## src/inc/vpic_pkg.sv

```systemverilog
// Purpose: Shared constants for the vectored priority interrupt controller
// Assumes: APB byte addresses, 32-bit data, registers in the low 16 bits
// Notes:   Notes on behaviour listed below
//
// Notes on behaviour
// - Each source has a flag; the source sets it, only software clears it.
// - One enable bit per source; a cleared enable blocks that source's request.
// - Each user source has a 3-bit priority, one of eight levels.
// - Pending status latches an 8-bit vector number and 4-bit new level.
// - Sources fill flag, enable, priority in list order; IRQ 0 is vector 8.
// - IRQ 84, vector 0BCh, flag/enable reg 5 bit 4, priority reg 21 bits 2:0.
// - IRQ 85, vector 0BEh, flag/enable reg 5 bit 5, priority reg 21 bits 6:4.
// - IRQ 90 at 0C8h and IRQ 91 at 0CAh, flags reg 5 bits 10, 11.
// - IRQ 94 at 0D0h and IRQ 95 at 0D2h, flags reg 5 bits 14, 15.
// - IRQ 96 at 0D4h and IRQ 97 at 0D6h, flags reg 6 bits 0, 1.
// - IRQ 101 at 0DEh and IRQ 102 at 0E0h, flags reg 6 bits 5, 6.
// - IRQ 106 at 0E8h; IRQ 108 at 0ECh with flag reg 6 bit 12.
// - IRQ 110 at 0F0h; IRQ 117 at 0FEh with flag reg 7 bit 5.
// - Trap control register holds nesting disable and the trap status flags.
// - Hard trap status holds software hard trap and double-bit error flags.
// - Status word bits 7:5 hold the low level bits; software may write them.
// - High level bit in core control: software writes can clear it but never set it.
// - Low field codes levels 0..7; with high bit set, levels 8..15.
// - All user interrupts blocked while the low level field is 111.
// - All user interrupts blocked while the high level bit is set.
// - Low level bits are read-only while nesting disable is 1.
// - Nesting disabled: no new interrupt preempts one in service.
// - Global enable cleared suppresses interrupts; traps still taken.
// - External input edge select: 1 falling edge, 0 rising edge.
package vpic_pkg;
  localparam int NUM_IRQ   = 128;
  localparam int FLAG_REGS = 8;
  localparam int PRI_REGS  = 30;
  localparam int PRI_W     = 3;
  localparam int LVL_W     = 4;
  localparam int IDX_W     = 7;

  typedef logic [11:0] vpic_addr_t;
  localparam vpic_addr_t FLAG_OFF = 12'h000;
  localparam vpic_addr_t EN_OFF   = 12'h040;
  localparam vpic_addr_t PRI_OFF  = 12'h080;
  localparam vpic_addr_t TNC_OFF  = 12'h100;
  localparam vpic_addr_t GIC_OFF  = 12'h104;
  localparam vpic_addr_t HTS_OFF  = 12'h108;
  localparam vpic_addr_t PVS_OFF  = 12'h10C;
  localparam vpic_addr_t CSW_OFF  = 12'h110;
  localparam vpic_addr_t CORE_OFF = 12'h114;

  localparam int NEST_DIS_BIT = 15;
  localparam int TRAP_LSB     = 1;
  localparam int TRAP_W       = 4;
  localparam int GIE_BIT      = 15;
  localparam int ALTERNATE_VECTOR_TABLE_BIT     = 8;
  localparam int EDGE_W       = 5;
  localparam int LVL_LSB      = 5;
  localparam int LVL_HIGH_BIT = 3;
  localparam int CPUIRQ_BIT   = 15;
  localparam int VHOLD_BIT    = 13;
  localparam int NEWLVL_LSB   = 8;
  localparam int HTRAP_W      = 2;

  localparam logic [PRI_W-1:0] LVL_TOP   = 3'h7;
  localparam logic [15:0]      GIC_RESET = 16'h8000;
  localparam logic [23:0]      VEC_BASE  = 24'h000014;
  localparam logic [7:0]       PENDING_VECTOR_NUMBER_OFS = 8'h08;
  localparam logic [NUM_IRQ-1:0] VALID_MASK = 128'h00205463_CC300000_00000000_00000001;
endpackage

```

## src/inc/vpic_win_if.sv

```systemverilog
// Purpose: Carries the arbitration winner to the controller
// Assumes: Single clock domain
// Notes:   Combinational result
`timescale 1ns/1ps
interface vpic_win_if;
  import vpic_pkg::*;
  logic                 valid;
  logic [IDX_W-1:0]     idx;
  logic [PRI_W-1:0]     prio;
  modport arb (output valid, idx, prio);
  modport ctl (input valid, idx, prio);
endinterface

```

## src/rtl/vpic_arbiter.sv

```systemverilog
// Purpose: Picks the highest priority active source
// Assumes: Same clock as controller
// Notes:   Ties go to the lower index
`timescale 1ns/1ps
module vpic_arbiter (
  // Clock and reset
  input  wire logic                                     pclk,
  input  wire logic                                     presetn,
  // Sources
  input  wire logic [vpic_pkg::NUM_IRQ-1:0]             active,
  input  wire logic [vpic_pkg::NUM_IRQ-1:0][vpic_pkg::PRI_W-1:0] pri,
  // Winner
  vpic_win_if.arb                                       win
);
  import vpic_pkg::*;

  always_comb begin
    win.valid = 1'b0;
    win.idx   = '0;
    win.prio  = '0;
    for (int i = NUM_IRQ - 1; i >= 0; i--) begin
      if (active[i] && (!win.valid || pri[i] >= win.prio)) begin
        win.valid = 1'b1;
        win.idx   = IDX_W'(i);
        win.prio  = pri[i];
      end
    end
  end
endmodule

```

## src/rtl/vpic_ctrl.sv

```systemverilog
// Purpose: Vectored priority interrupt controller with APB registers
// Assumes: Sources and CPU signals on pclk; one external pin
// Notes:   Zero wait state APB, read data captured in setup phase
//
// Chosen here: the address map and the APB register port.
`timescale 1ns/1ps
module vpic_ctrl #(
  parameter logic [vpic_pkg::NUM_IRQ-1:0] VALID    = vpic_pkg::VALID_MASK,
  parameter logic [23:0]                  ALT_BASE = 24'h000114
) (
  // Clock and reset
  input  wire logic                          pclk,
  input  wire logic                          presetn,
  // APB slave
  input  wire vpic_pkg::vpic_addr_t          paddr,
  input  wire logic                          psel,
  input  wire logic                          penable,
  input  wire logic                          pwrite,
  input  wire logic [31:0]                   pwdata,
  output logic      [31:0]                   prdata,
  output logic                               pready,
  output logic                               pslverr,
  // Event sources
  input  wire logic [vpic_pkg::NUM_IRQ-1:0]  src_event,
  input  wire logic                          external_irq_zero,
  input  wire logic [vpic_pkg::TRAP_W-1:0]   trap_event,
  input  wire logic [vpic_pkg::HTRAP_W-1:0]  hard_trap_event,
  // CPU core
  input  wire logic                          cpu_ack,
  input  wire logic                          cpu_return,
  output logic                               cpu_irq,
  output logic [7:0]                         cpu_vector_number,
  output logic [vpic_pkg::LVL_W-1:0]         cpu_new_level,
  output logic [23:0]                        cpu_vector_addr,
  output logic [vpic_pkg::LVL_W-1:0]         cpu_level
);
  import vpic_pkg::*;

  logic [NUM_IRQ-1:0]            flag;
  logic [NUM_IRQ-1:0]            en;
  logic [NUM_IRQ-1:0][PRI_W-1:0] pri;
  logic [NUM_IRQ-1:0]            set_vec;
  logic [NUM_IRQ-1:0]            active;
  logic                          nest_dis;
  logic [TRAP_W-1:0]             trap_flags;
  logic                          global_irq_enable;
  logic                          alternate_vector_table;
  logic [EDGE_W-1:0]             edge_sel;
  logic [HTRAP_W-1:0]            hard_flags;
  logic                          vhold;
  logic [7:0]                    pend_vec;
  logic [LVL_W-1:0]              pend_lvl;
  logic [PRI_W-1:0]              level_low;
  logic                          level_high;
  logic                          in_service;
  logic                          ext_pulse;
  logic                          request;
  logic                          wr_en;
  logic [9:0]                    widx;
  logic [15:0]                   rd;
  logic                          hit;

  vpic_win_if win ();

  ////////////////////////////////////////////////////////////////////////
  // External input and arbitration
  vpic_edge_detect u_edge (
    .pclk    (pclk),
    .presetn (presetn),
    .pin     (external_irq_zero),
    .falling (edge_sel[0]),
    .pulse   (ext_pulse)
  );

  assign set_vec = {src_event[NUM_IRQ-1:1], ext_pulse};
  assign active  = flag & en & VALID;

  vpic_arbiter u_arb (
    .pclk    (pclk),
    .presetn (presetn),
    .active  (active),
    .pri     (pri),
    .win     (win)
  );

  ////////////////////////////////////////////////////////////////////////
  // APB decode
  assign widx    = paddr[11:2];
  assign wr_en   = psel & penable & pwrite;
  assign pready  = 1'b1;
  assign pslverr = psel & penable & ~hit;

  ////////////////////////////////////////////////////////////////////////
  // Per-source flag, enable and priority
  for (genvar g = 0; g < NUM_IRQ; g++) begin : g_src
    localparam logic [9:0] FW = 10'(FLAG_OFF / 4 + g / 16);
    localparam logic [9:0] EW = 10'(EN_OFF / 4 + g / 16);
    localparam logic [9:0] PW = 10'(PRI_OFF / 4 + g / 4);
    localparam int         B  = g % 16;
    localparam int         P  = 4 * (g % 4);
    if (VALID[g]) begin : g_live
      always_ff @(posedge pclk or negedge presetn) begin
        if (!presetn)
          flag[g] <= 1'b0;
        else if (wr_en && widx == FW)
          flag[g] <= pwdata[B] | set_vec[g];
        else if (set_vec[g])
          flag[g] <= 1'b1;
      end
      always_ff @(posedge pclk or negedge presetn) begin
        if (!presetn)
          en[g] <= 1'b0;
        else if (wr_en && widx == EW)
          en[g] <= pwdata[B];
      end
      always_ff @(posedge pclk or negedge presetn) begin
        if (!presetn)
          pri[g] <= '0;
        else if (wr_en && widx == PW)
          pri[g] <= pwdata[P +: PRI_W];
      end
    end else begin : g_dead
      assign flag[g] = 1'b0;
      assign en[g]   = 1'b0;
      assign pri[g]  = '0;
    end
  end

  ////////////////////////////////////////////////////////////////////////
  // Trap, global and hard trap registers
  always_ff @(posedge pclk or negedge presetn) begin
    if (!presetn) begin
      nest_dis   <= 1'b0;
      trap_flags <= '0;
    end else if (wr_en && widx == TNC_OFF[11:2]) begin
      nest_dis   <= pwdata[NEST_DIS_BIT];
      trap_flags <= pwdata[TRAP_LSB +: TRAP_W] | trap_event;
    end else begin
      trap_flags <= trap_flags | trap_event;
    end
  end

  always_ff @(posedge pclk or negedge presetn) begin
    if (!presetn) begin
      global_irq_enable      <= GIC_RESET[GIE_BIT];
      alternate_vector_table     <= GIC_RESET[ALTERNATE_VECTOR_TABLE_BIT];
      edge_sel <= GIC_RESET[EDGE_W-1:0];
    end else if (wr_en && widx == GIC_OFF[11:2]) begin
      global_irq_enable      <= pwdata[GIE_BIT];
      alternate_vector_table     <= pwdata[ALTERNATE_VECTOR_TABLE_BIT];
      edge_sel <= pwdata[EDGE_W-1:0];
    end
  end

  always_ff @(posedge pclk or negedge presetn) begin
    if (!presetn)
      hard_flags <= '0;
    else if (wr_en && widx == HTS_OFF[11:2])
      hard_flags <= (hard_flags & pwdata[HTRAP_W-1:0]) | hard_trap_event;
    else
      hard_flags <= hard_flags | hard_trap_event;
  end

  ////////////////////////////////////////////////////////////////////////
  // CPU priority level
  always_ff @(posedge pclk or negedge presetn) begin
    if (!presetn)
      level_low <= '0;
    else if (cpu_ack && cpu_irq)
      level_low <= cpu_new_level[PRI_W-1:0];
    else if (wr_en && widx == CSW_OFF[11:2] && !nest_dis)
      level_low <= pwdata[LVL_LSB +: PRI_W];
  end

  // High bit: set by traps, software may only clear it
  always_ff @(posedge pclk or negedge presetn) begin
    if (!presetn)
      level_high <= 1'b0;
    else if ((|trap_event) || (|hard_trap_event))
      level_high <= 1'b1;
    else if (wr_en && widx == CORE_OFF[11:2] && !pwdata[LVL_HIGH_BIT])
      level_high <= 1'b0;
  end

  assign cpu_level = {level_high, level_low};

  always_ff @(posedge pclk or negedge presetn) begin
    if (!presetn)
      in_service <= 1'b0;
    else if (cpu_ack && cpu_irq)
      in_service <= 1'b1;
    else if (cpu_return)
      in_service <= 1'b0;
  end

  ////////////////////////////////////////////////////////////////////////
  // Request to the CPU
  always_comb begin
    request = win.valid && ({1'b0, win.prio} > cpu_level);
    if (!global_irq_enable) request = 1'b0;
    if (level_low == LVL_TOP) request = 1'b0;
    if (level_high) request = 1'b0;
    if (nest_dis && in_service) request = 1'b0;
  end

  always_ff @(posedge pclk or negedge presetn) begin
    if (!presetn)
      cpu_irq <= 1'b0;
    else
      cpu_irq <= request && !(cpu_ack && cpu_irq);
  end

  always_ff @(posedge pclk or negedge presetn) begin
    if (!presetn) begin
      cpu_vector_number <= '0;
      cpu_new_level     <= '0;
      cpu_vector_addr   <= '0;
    end else if (!(cpu_ack && cpu_irq)) begin
      cpu_vector_number <= {1'b0, win.idx} + PENDING_VECTOR_NUMBER_OFS;
      cpu_new_level     <= {1'b0, win.prio};
      cpu_vector_addr   <= (alternate_vector_table ? ALT_BASE : VEC_BASE) + {16'h0, win.idx, 1'b0};
    end
  end

  ////////////////////////////////////////////////////////////////////////
  // Pending vector status
  always_ff @(posedge pclk or negedge presetn) begin
    if (!presetn)
      vhold <= 1'b0;
    else if (wr_en && widx == PVS_OFF[11:2])
      vhold <= pwdata[VHOLD_BIT];
  end

  always_ff @(posedge pclk or negedge presetn) begin
    if (!presetn) begin
      pend_vec <= '0;
      pend_lvl <= '0;
    end else if (vhold && win.valid) begin
      pend_vec <= {1'b0, win.idx} + PENDING_VECTOR_NUMBER_OFS;
      pend_lvl <= {1'b0, win.prio};
    end else if (!vhold && cpu_ack && cpu_irq) begin
      pend_vec <= cpu_vector_number;
      pend_lvl <= cpu_new_level;
    end
  end

  ////////////////////////////////////////////////////////////////////////
  // Read mux
  always_comb begin
    rd  = '0;
    hit = 1'b1;
    if (widx < 10'(FLAG_OFF / 4 + FLAG_REGS)) begin
      rd = flag[16 * widx[2:0] +: 16];
    end else if (widx >= EN_OFF[11:2] && widx < 10'(EN_OFF / 4 + FLAG_REGS)) begin
      rd = en[16 * widx[2:0] +: 16];
    end else if (widx >= PRI_OFF[11:2] && widx < 10'(PRI_OFF / 4 + PRI_REGS)) begin
      for (int j = 0; j < 4; j++)
        rd[4 * j +: PRI_W] = pri[4 * (widx - PRI_OFF[11:2]) + j];
    end else begin
      case (widx)
        TNC_OFF[11:2]: begin
          rd[NEST_DIS_BIT]             = nest_dis;
          rd[TRAP_LSB +: TRAP_W]       = trap_flags;
        end
        GIC_OFF[11:2]: begin
          rd[GIE_BIT]                  = global_irq_enable;
          rd[ALTERNATE_VECTOR_TABLE_BIT]                 = alternate_vector_table;
          rd[EDGE_W-1:0]               = edge_sel;
        end
        HTS_OFF[11:2]: rd[HTRAP_W-1:0] = hard_flags;
        PVS_OFF[11:2]: begin
          rd[CPUIRQ_BIT]               = cpu_irq;
          rd[VHOLD_BIT]                = vhold;
          rd[NEWLVL_LSB +: LVL_W]      = pend_lvl;
          rd[7:0]                      = pend_vec;
        end
        CSW_OFF[11:2]: rd[LVL_LSB +: PRI_W] = level_low;
        CORE_OFF[11:2]: rd[LVL_HIGH_BIT] = level_high;
        default: hit = 1'b0;
      endcase
    end
  end

  always_ff @(posedge pclk or negedge presetn) begin
    if (!presetn)
      prdata <= '0;
    else if (psel && !penable)
      prdata <= {16'h0, rd};
  end
endmodule

```

## src/rtl/vpic_edge_detect.sv

```systemverilog
// Purpose: Synchronises an external pin and flags the chosen edge
// Assumes: Pin is asynchronous to pclk
// Notes:   One-cycle pulse output
`timescale 1ns/1ps
module vpic_edge_detect (
  // Clock and reset
  input  wire logic pclk,
  input  wire logic presetn,
  // Pin and control
  input  wire logic pin,
  input  wire logic falling,
  // Event
  output logic      pulse
);
  logic meta;
  logic sync;
  logic prev;

  always_ff @(posedge pclk or negedge presetn) begin
    if (!presetn) begin
      meta <= 1'b0;
      sync <= 1'b0;
      prev <= 1'b0;
    end else begin
      meta <= pin;
      sync <= meta;
      prev <= sync;
    end
  end

  assign pulse = falling ? (prev & ~sync) : (sync & ~prev);
endmodule

```

## config.mk

```make
export PLATFORM = sky130hd
export DESIGN_NAME = vpic_ctrl
export DESIGN_NICKNAME = d
export VERILOG_FILES = /design/src/inc/vpic_pkg.sv /design/src/inc/vpic_win_if.sv /design/src/rtl/vpic_arbiter.sv /design/src/rtl/vpic_ctrl.sv /design/src/rtl/vpic_edge_detect.sv
export SDC_FILE = /design/constraint.sdc
export NUM_CORES = 1
export LEC_CHECK = 0
export ABC_CLOCK_PERIOD_IN_PS = 26200
export BUFFER_PORTS_ARGS = -buffer_cell sky130_fd_sc_hd__buf_4
export CAP_MARGIN = 20
export CORE_MARGIN = 3
export CORE_UTILIZATION = 31
export CTS_CLUSTER_DIAMETER = 200
export DETAILED_ROUTE_END_ITERATION = 8
export PLACE_DENSITY = 0.54
export SKIP_LAST_GASP = 1
export SLEW_MARGIN = 30
export SYNTH_ARGS = -nofsm -noshare
export SYNTH_HDL_FRONTEND = slang
export SYNTH_SLANG_ARGS = --single-unit
```

## constraint.sdc

```tcl
create_clock -name pclk -period 26.2 [get_ports pclk]
set_input_delay 7.86 -clock pclk [delete_from_list [all_inputs] [get_ports pclk]]
set_output_delay 7.86 -clock pclk [all_outputs]
set_load 0.05 [all_outputs]
```

## Yosys cells after proc, flatten, opt, wreduce, memory -nomap -nowiden

Cells that the tools add are included.

- Input bits: 186
- Word-level logic and storage cells: 382
- Register bits after elaboration: 162
- Output and inout bits: 75

- Equal/unequal tests: 23
- Shift operators: 2
- Bitwise operators: 29
- Add/sub/neg operators: 6
- Reduce and logical (&&, ||, !) cells: 106
- $lt $le $gt $ge: 24
- Muxes and demuxes: 127

Operators with widths:

| cell | number |
|---|---|
| indexed part select 128 x 8 -> 16 bit | 2 |
| < comparator 32 x 8 -> 1 bit, second input constant | 4 |
| bitwise AND 118 bit | 1 |
| 2-to-1 mux 7 bit | 15 |
| == test 10 x 6 -> 1 bit, second input constant | 9 |
| 2-to-1 mux 3 bit | 25 |
| 2-to-1 mux 1 bit | 66 |
| binary-select mux 3 bit (select 7 bit) | 3 |
| == test 10 x 7 -> 1 bit, second input constant | 6 |
| logical AND 1 bit | 49 |
| >= comparator 3 bit | 14 |
| == test 10 x 5 -> 1 bit, second input constant | 4 |
| nonzero test 2 bit | 19 |
| adder 32 x 1 -> 32 bit, second input constant | 1 |
| adder 32 x 2 -> 32 bit, second input constant | 1 |
| 2-to-1 mux 16 bit | 2 |
| == test 10 x 3 -> 1 bit, second input constant | 3 |
| zero test 1 bit | 19 |
| 2-to-1 mux 8 bit | 2 |
| binary-select mux 3 bit (select 5 bit) | 1 |
| logical OR 1 bit | 15 |
| bitwise OR 1 bit | 15 |
| adder 13 x 3 -> 14 bit, second input constant | 1 |
| 2-to-1 mux 4 bit | 3 |
| 25 further kinds | 37 |

## Depth between registers and ports, before layout

Gate-level depths: netlist of run 1.

- Depth in word-level cells: 65
- Depth in mapped cells: 110
- Depth with buffers taken out: 106

## By module

From an unflattened synthesis of run 1, not the netlist that was laid out.

- Cell total of the unflattened synthesis: 3969
- Area total of the unflattened synthesis: 28695.0 µm²

Modules (own cells, without submodules):

| module | instances | area each (µm²) | cells each |
|---|---|---|---|
| vpic_arbiter | 1 | 21129.0 | 3250 |
| vpic_ctrl | 1 | 7468.4 | 713 |
| vpic_edge_detect | 1 | 97.6 | 6 |

## Least setup slack after synthesis of run 1

No wires, ideal clock.

- Path type: reg-to-reg
- From: register en[117]
- To: register cpu_irq
- Arrival: 20085 ps
- Buffers on the path: 3
- Setup slack: 6048 ps
- Cell stages (with the launch flop): 101
- Data required time: 26133 ps
- Library setup time: 67 ps
- Period minus slack after synthesis: 20152 ps
- Cell sequence: dfrtp_1 and3_2 ha_1 nand2b_1 a2111oi_2 nor3_1 or2_2 ha_1 nor3b_1 o211ai_1 and2_1 a221oi_1 o21bai_1 ha_1 and3_1 a21o_1 a2111oi_2 or2_2 (+65 left out) a31oi_1 a21oi_1 and2b_2 a21o_1 o21ai_0 o22ai_1 ha_1 nand2b_1 a21o_1 a211oi_1 nor2_2 or4_1 a21oi_2 nor2_1 ha_1 and3_1 a31oi_1 o2111a_1

- Longest elaborated chain between the ends: 65
- Elaborated cells on any way between the ends: 94

Ends and longest elaborated chain:

| element | RTL line | RTL |
|---|---|---|
| start, declared | vpic_ctrl.sv:40 | `logic [NUM_IRQ-1:0] en;` |
| start signal, assigned by index | vpic_ctrl.sv:114 | `en[g] <= pwdata[B];` |
| bitwise AND 118 bit (*) | vpic_ctrl.sv:76 | `assign active = flag & en & VALID;` |
| 2-to-1 mux 3 bit / 2-to-1 mux 1 bit (equally long branches) | vpic_arbiter.sv:22 | `if (active[i] && (!win.valid \|\| pri[i] >= win.prio)) begin` |
| >= comparator 3 bit / zero test 1 bit (equally long branches) | vpic_arbiter.sv:22 |  |
| logical OR 1 bit | vpic_arbiter.sv:22 |  |
| logical AND 1 bit | vpic_arbiter.sv:22 |  |
| 2-to-1 mux 3 bit / 2-to-1 mux 1 bit (equally long branches) | vpic_arbiter.sv:22 |  |
| >= comparator 3 bit / zero test 1 bit (equally long branches) | - |  |
| logical OR 1 bit | vpic_arbiter.sv:22 |  |
| (+50 left out) | - |  |
| named net u_arb.win.prio[2] | vpic_win_if.sv:10 | `modport arb (output valid, idx, prio);` |
| > comparator 3 x 4 -> 1 bit (*) | vpic_ctrl.sv:199 | `request = win.valid && ({1'b0, win.prio} > cpu_level);` |
| logical AND 1 bit (*) | vpic_ctrl.sv:199 |  |
| 2-to-1 mux 1 bit (*) | vpic_ctrl.sv:200 | `if (!global_irq_enable) request = 1'b0;` |
| 2-to-1 mux 1 bit (*) | vpic_ctrl.sv:201 | `if (level_low == LVL_TOP) request = 1'b0;` |
| 2-to-1 mux 1 bit (*) | vpic_ctrl.sv:202 | `if (level_high) request = 1'b0;` |
| 2-to-1 mux 1 bit (*) | vpic_ctrl.sv:203 | `if (nest_dis && in_service) request = 1'b0;` |
| logical AND 1 bit (*) | vpic_ctrl.sv:210 | `cpu_irq <= request && !(cpu_ack && cpu_irq);` |
| end signal, assigned | vpic_ctrl.sv:210 |  |
| end, declared | vpic_ctrl.sv:31 | `output logic cpu_irq,` |

The timed path passes the listed nets; every way through them passes the cells marked *.
A chain may end at the register's enable or synchronous reset.

## Worst setup path after layout of run 1

Same ends and word-level chain as after synthesis.

==> impl_metrics.csv, run 1 <==
group,metric,value,unit
timing,layout_setup_ws,3.057,ns
clock_network,root_buffer,"clkbuf_16",
routing,via_per_inst,5.440,
floorplanning,die_w,180.6,um
floorplanning,io_pins,261,
yosys,yosysMostFrequentCell,"dfrtp_1",
timing,fmax,43.21,MHz
routing,drt-total-wl,32510,um
routing,wl_per_cell,21.47,um
timing,rsz0062_at_grt,"false",
finish,seq_area,3630,sq um
worst_setup_path,timing.rr.start,"en[117]",
worst_setup_path,cpMostUsedCell,"ha_1",
worst_setup_path,critical-path-max-stage-delay,0.60,ns
worst_setup_path,required,26.57,ns
timing,finalCriticalPeriod,23.14,ns
yosys,yosysSeqAreaShare,38.42,%
yosys,postSynthAreaPerCell,9.207,sq um
worst_setup_path,crit_slowest_cell,"a2111oi_2",
clock_network,clkSinkCount,145,
global_routing,grt_pass1_wl,50070,um
pwr,leakagePower,4.972,nW
timing,tightest_slew,0.9337,ns
timing,setup_viol,0,
finish,fill_cells,3026,
place,pre_cts_slack,3.457,ns
global_routing,grt_usage,19.86,%
finish,num_antenna_cells,0,
worst_setup_path,path_max_fanout,10,
worst_hold_path,min-delay-start,"u_edge.meta",
yosys,ys.flop_type,"dfrtp_1",
worst_setup_path,crit_arrival,23.51,ns
floorplanning,design.core.area,29870,sq um
yosys,ys_top_cells_by_area,"dfrtp_1 (38%), mux2_2 (7.5%), nand2_1 (5.3%)",
yosys,synth_edf_count,0,
clock_network,clockBufferDepth,2,
flow_run,cap_violations,0,
worst_setup_path,worstSetupStartpoint,"en[117]",
yosys,synth_top_area_share,38.15,%
global_routing,grt_pass1_vias,7964,
pwr,power_density,49.39,nW/um^2
timing,slew_viol_final,0,
worst_setup_path,crit_type,"reg -> reg",
timing,fin_setup_tns,0,ns
worst_setup_path,critPathLaunchType,"flip-flop",
pwr,peakVddDrop,0.04337,mV
clock_network,clk_latency,0.43,ns
status,status,"completed",
routing,drc,0,
global_routing,antenna_found_initial,0,
global_routing,grt_max_degree,94,
finish,final_cells,1514,
yosys,yosys-top-cells-count,"dfrtp_1 (144), nand2_1 (134), o21ai_0 (79)",
finish,num-nets-final,1337,
yosys,synth_cells,1026,
timing,finalHoldViolCount,0,
worst_setup_path,endpoint_kind,"flip-flop",
clock_network,cts_resized,0,
timing,min_period_over_period,88.33,%
timing,fin_worst_skew,0.007892,ns
clock_network,cts_tree,"yes",
clock_network,htreeDepth,4,
finish,syn2layout_area_growth,17.14,%
floorplanning,start_util,31.62,%
clock_network,post_cts_buffers,0,
finish,multi_input_area,5374,sq um
routing,vias,8236,
yosys,syn-cell-area,9447,sq um
yosys,synth_cell_types,90,
clock_network,cts_hold_buffers,0,
routing,drtIter0Drc,630,
place,gp_congestion,0.9441,
yosys,synth_top_area_cell,"dfrtp_1",
finish,drive_gt1_share,22.24,%
yosys,ys_warn_count,0,
place,io_buffers,95,
routing,drtPass1Iterations,5,
yosys,ys_seq_elements,145,
routing,postRouteAntennaNets,0,
place,dp_cells,1481,
place,dp_hpwl,25460,um
clock_network,cts_buffers,17,
global_routing,overflow,0,
yosys,async_flop_share,100.0,%
floorplanning,die_y,180.6,um
floorplanning,design.die.area,32600,sq um
floorplanning,num_rows,63,
worst_hold_path,hp-class,"reg -> reg",
clock_network,clk_pin_slew,0.07,ns
timing,max-slew-margin-rel,36.88,%
==> placed cells by master, fill, tap and decap left out, types with 13 or more instances in the layout <==
| master | instances |
|---|---|
| ha_1 | 40 |
| clkbuf_16 | 17 |
| conb_1 | 33 |
| nor2_1 | 76 |
| nand3_1 | 24 |
| a21oi_1 | 34 |
| a211o_1 | 18 |
| o21ai_0 | 79 |
| and2_1 | 18 |
| buf_4 | 99 |
| mux2_2 | 63 |
| dfrtp_1 | 144 |
| nand2b_1 | 19 |
| mux2i_1 | 16 |
| a22oi_1 | 35 |
| inv_1 | 47 |
| nand2_1 | 134 |
| a21o_1 | 13 |
==> flip-flops by register name (all words and copies together), names as in the netlist, 3 cells and up <==
signal             cells
flag                  15
pend_lvl               3
cpu_vector_number      8
cpu_new_level          3
cpu_vector_addr        8
pri                   45
pend_vec               8
en                    15
level_low              3
prdata                16
trap_flags             4
edge_sel               5
==> final cells by class <==
cell class | instances | area share, %
well taps | 390 | 4.410
clock buffers | 17 | 3.844
multi-input cells | 799 | 48.56
inverters | 47 | 1.594
repair buffers | 101 | 7.067
flip-flops and latches | 145 | 32.80
clock inverters | 15 | 1.719
==> metrics by stage <==
stage                     power, mW  util, %  hold slack [ns]  area [sq um]
after floorplan              0.2693        -           0.3312          9563
after CTS                    0.5513    36.94           0.3661         11040
final                        0.5465    37.04           0.3646         11070
after global routing         0.5657    37.04           0.3710         11070
after global placement       0.2903    34.88           0.3420         10420
after detailed placement     0.2904    34.88           0.3497         10420
==> metal layers <==
layer,track usage [%],vias to the layer above,wire (um)
met5,0,-,0
met2,30.78,277,14730
li1,-,3870,-
met1,28.41,4051,15070
met4,5.864,0,769
met3,3.532,38,1949
==> critical path: cells and delay by family, from the launching register on <==
kind            cells  cell delay (ns)
mux                 4             1.41
flops               1             0.48
fa+ha+maj          16             4.26
compound gates     44            10.94
simple gates       29             5.74
buf+inv             3             0.21
==> logic make-up after synthesis <==
kind of cell | Yosys count | share of synthesized area, %
simple gates | 342 | 17.18
other cells | 2 | 0.07950
buf+inv | 113 | 6.079
xor+xnor | 3 | 0.2782
fa+ha+maj | 41 | 5.417
flops | 145 | 38.42
compound gates | 301 | 23.34
mux | 79 | 9.205
==> path summary, 6_finish.rpt <==
check	endpoint	cells past startpoint	slack (ns)
worst max-delay path	cpu_irq	96	3.06
worst min-delay path	u_edge.sync	0	0.36
worst max register to register	cpu_irq	96	3.06
worst min register to register	u_edge.sync	0	0.36
max in group asynchronous	prdata[4]	2	17.95
min in group asynchronous	pri[273]	1	7.28
==> where the power goes <==
group	leakage, nW	internal [mW]	switching, mW	total (mW)
registers	1.79	0.226	0.00235	0.228
logic	2.89	0.0162	0.0421	0.0583
clock network	0.293	0.145	0.114	0.260
total	4.97	0.388	0.159	0.547
Note: power is estimated with default switching activity, not from simulation.
==> run 2, diff against run 1 <==
- CORE_ASPECT_RATIO: not set -> 1.5
==> impl_metrics.csv, run 2 (synthesis results as in run 1) <==
group,metric,value,unit
status,status,"completed",
finish,regMostFlops,"pri",
pwr,p_clk_share,46.1,%
finish,top_regs,"pri (45), prdata (16)",
place,gp_congestion,0.9264,
finish,syn2layout_area_growth,16.82,%
routing,vias,8237,
pwr,power_frac_comb,10.8,%
pwr,switching_share,28.73,%
clock_network,cts_hold_buffers,0,
floorplanning,die_y,219.8,um
timing,finalCriticalPeriod,23.56,ns
global_routing,grt_max_degree,83,
clock_network,post_cts_buffers,0,
worst_setup_path,critical-path-max-stage-delay,0.64,ns
pwr,power_density,48.09,nW/um^2
finish,final_common_cell,"dfrtp_1",
routing,via_per_inst,5.419,
timing,fin_setup_tns,0,ns
clock_network,root_buffer,"clkbuf_16",
worst_setup_path,cpMostUsedCell,"ha_1",
clock_network,clk_pin_slew,0.07,ns
routing,drtIter0Drc,508,
worst_setup_path,crit_type,"reg -> reg",
worst_setup_path,crit_arrival,23.95,ns
global_routing,grt_pass1_wl,51230,um
routing,drtPass1Iterations,5,
timing,setup_viol,0,
routing,postRouteAntennaNets,0,
global_routing,grt_usage,20.96,%
worst_hold_path,hp-class,"reg -> reg",
routing,wl_per_cell,22.15,um
timing,fmax,42.45,MHz
floorplanning,io_pins,261,
pwr,power_frac_seq,43.1,%
worst_setup_path,critPathLaunchType,"flip-flop",
routing,drt-total-wl,33680,um
finish,drive_gt1_share,22.49,%
worst_setup_path,endpoint_kind,"flip-flop",
timing,slew_viol_final,0,
finish,largest_reg_flops,45,
clock_network,clkSinkCount,145,
place,dp_hpwl,26820,um
pwr,peakVddDrop,0.04542,mV
global_routing,grt_pass1_vias,8221,
pwr,p_sw,152.5,uW
floorplanning,design.core.area,29770,sq um
clock_network,clk_latency,0.46,ns
timing,max-slew-margin-rel,40.48,%
floorplanning,design.die.area,32650,sq um
timing,fin_worst_skew,0.01715,ns
clock_network,clockBufferDepth,2,
flow_run,cap_violations,0,
place,io_buffers,95,
pwr,internal-power,378.2,uW
clock_network,cts_resized,0,
clock_network,cts_tree,"yes",
global_routing,antenna_found_initial,0,
worst_setup_path,path_max_fanout,10,
global_routing,overflow,0,
pwr,leakagePower,4.963,nW
worst_setup_path,cp_num_buf_inv,3,
floorplanning,num_rows,77,
timing,tightest_slew,0.8896,ns
clock_network,cts_buffers,17,
timing,min_period_over_period,89.91,%
floorplanning,start_util,31.73,%
worst_setup_path,required,26.59,ns
finish,num-nets-final,1338,
finish,post-route-util,37.07,%
finish,layout_common_cells,"dfrtp_1 (144), nand2_1 (134), buf_4 (101), o21ai_0 (79), nor2_1 (74)",
worst_setup_path,crit_family,"compound AO/OA/AOI/OAI gates",
timing,finalHoldViolCount,0,
routing,drc,0,
finish,num_antenna_cells,0,
clock_network,htreeDepth,4,
floorplanning,die_w,148.5,um
worst_setup_path,crit_slowest_cell,"a2111oi_2",
timing,rsz0062_at_grt,"false",
run 2: cell type report:
| type | count | area [sq um] |
|---|---|---|
| Clock buffer | 18 | 439.2 |
| Clock inverter | 14 | 143.9 |
| Fill cell | 3055 | 18730 |
| Inverter | 47 | 176.4 |
| Multi-Input combinational cell | 799 | 5383 |
| Sequential cell | 145 | 3630 |
| Tap cell | 395 | 494.2 |
| Timing Repair Buffer | 102 | 769.5 |
run 2: worst paths after layout:
check	cells past startpoint	to	slack, ns	start
setup reg to reg	96	cpu_irq	2.64	flag[117]
hold / removal	0	u_edge.sync	0.35	u_edge.meta
max in group asynchronous	2	cpu_vector_number[5]	17.37	presetn
min in group asynchronous	1	u_edge.meta	7.48	presetn
hold reg to reg	0	u_edge.sync	0.35	u_edge.meta
setup / recovery	96	cpu_irq	2.64	flag[117]
run 2: worst register-to-register path, delay by kind of cell (launching register included):
kind	cells	cell delay (ns)
AO/OA/AOI/OAI	44	11.42
AND/OR/NAND/NOR	29	5.61
adder cells (fa/ha/maj)	16	4.30
multiplexers	4	1.46
flip-flops	1	0.50
buffers and inverters	3	0.21
run 2: per-layer routing:
metal | track usage (%) | vias up | wire length (um)
met4 | 9.861 | 0 | 1336
met1 | 23.75 | 4047 | 13310
met2 | 38.67 | 264 | 17720
li1 | - | 3876 | -
met5 | 0 | - | 0
met3 | 2.695 | 50 | 1307
run 2: power by group through the flow:
stage          registers, mW  logic (mW)  clock network (mW)
2_1_floorplan          0.237      0.0321                   0
4_1_cts                0.229      0.0577               0.251
3_5_place_dp           0.233      0.0575                   0
5_1_grt                0.229      0.0617               0.258
6_report               0.229      0.0573               0.245
3_3_place_gp           0.233      0.0572                   0
run 2: stage by stage:
stage          std cells  setup WS, ns  area [sq um]  power (mW)  hold slack [ns]
2_1_floorplan       1057         6.048          9563      0.2693           0.3312
3_3_place_gp        1488         3.178         10440      0.2899           0.3338
3_5_place_dp        1488         2.922         10450      0.2903           0.3404
4_1_cts             1520         2.830         11030      0.5371           0.3552
5_1_grt             1520         1.052         11040      0.5489           0.3674
6_report            1520         2.643         11040      0.5307           0.3520
==> run 3, diff against run 2 <==
- CAP_MARGIN: 20 -> not set
- PLACE_DENSITY: 0.54 -> 0.6
==> impl_metrics.csv, run 3 (synthesis results as in run 1) <==
group,metric,value,unit
timing,fin_worst_skew,0.01145,ns
timing,setup_viol,0,
floorplanning,die_y,219.8,um
worst_setup_path,rr_worst_depth,96,
floorplanning,io_pins,261,
worst_setup_path,r2r_end,"cpu_irq",
floorplanning,design.core.area,29770,sq um
worst_setup_path,crit_arrival,23.89,ns
floorplanning,start_util,31.73,%
clock_network,root_buffer,"clkbuf_16",
clock_network,post_cts_buffers,0,
worst_setup_path,path_max_fanout,10,
worst_setup_path,cpMostUsedCell,"ha_1",
global_routing,overflow,0,
pwr,peakVddDrop,0.02697,mV
worst_setup_path,endpoint_kind,"flip-flop",
global_routing,grt_max_degree,76,
routing,via_per_inst,5.498,
global_routing,grt_pass1_wl,49900,um
routing,drtIter0Drc,601,
finish,largest_reg_flops,45,
status,status,"completed",
pwr,power_density,47.55,nW/um^2
pwr,leakagePower,4.951,nW
finish,num-nets-final,1337,
finish,regMostFlops,"pri",
worst_setup_path,rrSetupSlack,2.70,ns
clock_network,cts_buffers,17,
routing,drtPass1Iterations,5,
worst_setup_path,timing.rr.start,"flag[117]",
timing,finalCriticalPeriod,23.50,ns
global_routing,antenna_found_initial,0,
routing,vias,8352,
finish,top_regs,"pri (45), prdata (16)",
pwr,power_frac_seq,43.6,%
finish,post-route-util,36.98,%
clock_network,clk_pin_slew,0.07,ns
floorplanning,die_w,148.5,um
routing,wl_per_cell,21.60,um
timing,min_period_over_period,89.71,%
finish,fin_area,11010,sq um
worst_setup_path,crit_slowest_cell,"a2111oi_2",
global_routing,grt_pass1_vias,8260,
timing,tightest_slew,0.9378,ns
clock_network,cts_hold_buffers,0,
place,gp_congestion,0.9228,
finish,num_antenna_cells,0,
timing,rsz0062_at_grt,"false",
finish,syn2layout_area_growth,16.54,%
pwr,power_frac_comb,10.9,%
flow_run,cap_violations,0,
clock_network,htreeDepth,4,
finish,fill_cells,3029,
place,io_buffers,95,
clock_network,clk_latency,0.45,ns
timing,fin_setup_tns,0,ns
pwr,p_sw,155.9,uW
worst_hold_path,hp-class,"reg -> reg",
worst_setup_path,crit_type,"reg -> reg",
finish,final_common_cell,"dfrtp_1",
place,dp_hpwl,26090,um
timing,fmax,42.55,MHz
finish,drive_gt1_share,22.42,%
timing,max-slew-margin-rel,37.25,%
worst_setup_path,critPathLaunchType,"flip-flop",
finish,seq_area,3630,sq um
global_routing,grt_usage,20.33,%
place,postPlaceCellArea,10430,sq um
clock_network,cts_resized,0,
pwr,p_clk_share,45.4,%
clock_network,clockBufferDepth,2,
finish,layout_common_cells,"dfrtp_1 (144), nand2_1 (134), buf_4 (99), o21ai_0 (79), nor2_1 (75)",
finish,multi_input_area,5381,sq um
routing,drt-total-wl,32800,um
floorplanning,num_rows,77,
routing,postRouteAntennaNets,0,
timing,slew_viol_final,0,
worst_hold_path,min_to,"u_edge.sync",
worst_hold_path,holdPathStages,0,
worst_hold_path,min-delay-start,"u_edge.meta",
worst_setup_path,required,26.59,ns
worst_setup_path,critical-path-max-stage-delay,0.63,ns
clock_network,cts_tree,"yes",
routing,drc,0,
place,dp_cells,1487,
floorplanning,design.die.area,32650,sq um
pwr,internal-power,367.6,uW
pwr,switching_share,29.78,%
finish,final_cells,1519,
clock_network,clkSinkCount,145,
timing,finalHoldViolCount,0,
-- run 3: worst max-delay path by stage --
stage | startpoint | depth (start not counted) | end | slack [ns]
after floorplan | en[117] | 100 | cpu_irq | 6.05
after global placement | flag[117] | 96 | cpu_irq | 3.23
after detailed placement | flag[117] | 96 | cpu_irq | 3.05
after CTS | flag[117] | 96 | cpu_irq | 2.95
after global routing | flag[117] | 96 | cpu_irq | 1.22
final | flag[117] | 96 | cpu_irq | 2.70
-- run 3: through the flow --
stage	worst slack (ns)	hold WS, ns	total power [mW]
after floorplan	6.048	0.3312	0.2693
after global placement	3.226	0.3340	0.2893
after detailed placement	3.047	0.3362	0.2898
after CTS	2.948	0.3509	0.5288
after global routing	1.215	0.3818	0.5412
final	2.697	0.3549	0.5235
-- run 3: layer usage --
layer	share of wire, %	up-vias	GRT usage (%)
met5	0	-	0
li1	-	3866	-
met2	50	318	35.44
met3	4.7	89	3.333
met1	38	4079	22.39
met4	7.2	0	14.21
-- run 3: final cells by class --
cell class | instances | share of cell area (%)
sequential | 145 | 32.97
clock buffer | 17 | 3.864
tap | 395 | 4.489
clock inverter | 15 | 1.239
timing repair buffer | 101 | 6.955
inverter | 47 | 1.602
multi-input combinational | 799 | 48.88
-- run 3: power groups by stage --
| stage | clock network, mW | logic (mW) | registers (mW) |
|---|---|---|---|
| floorplan | 0 | 0.0321 | 0.237 |
| global placement | 0 | 0.0567 | 0.233 |
| detailed placement | 0 | 0.0571 | 0.233 |
| CTS | 0.243 | 0.0573 | 0.228 |
| global route | 0.251 | 0.0615 | 0.229 |
| finish | 0.238 | 0.0572 | 0.228 |
-- run 3: critical path: cells and delay by family (launching register included) --
| kind | cells | cell delay (ns) |
|---|---|---|
| AOI/OAI and AO/OA | 44 | 11.40 |
| and+or+nand+nor | 29 | 5.59 |
| adders and majority gates | 16 | 4.29 |
| muxes | 4 | 1.41 |
| DFF | 1 | 0.49 |
| buffers and inverters | 3 | 0.20 |
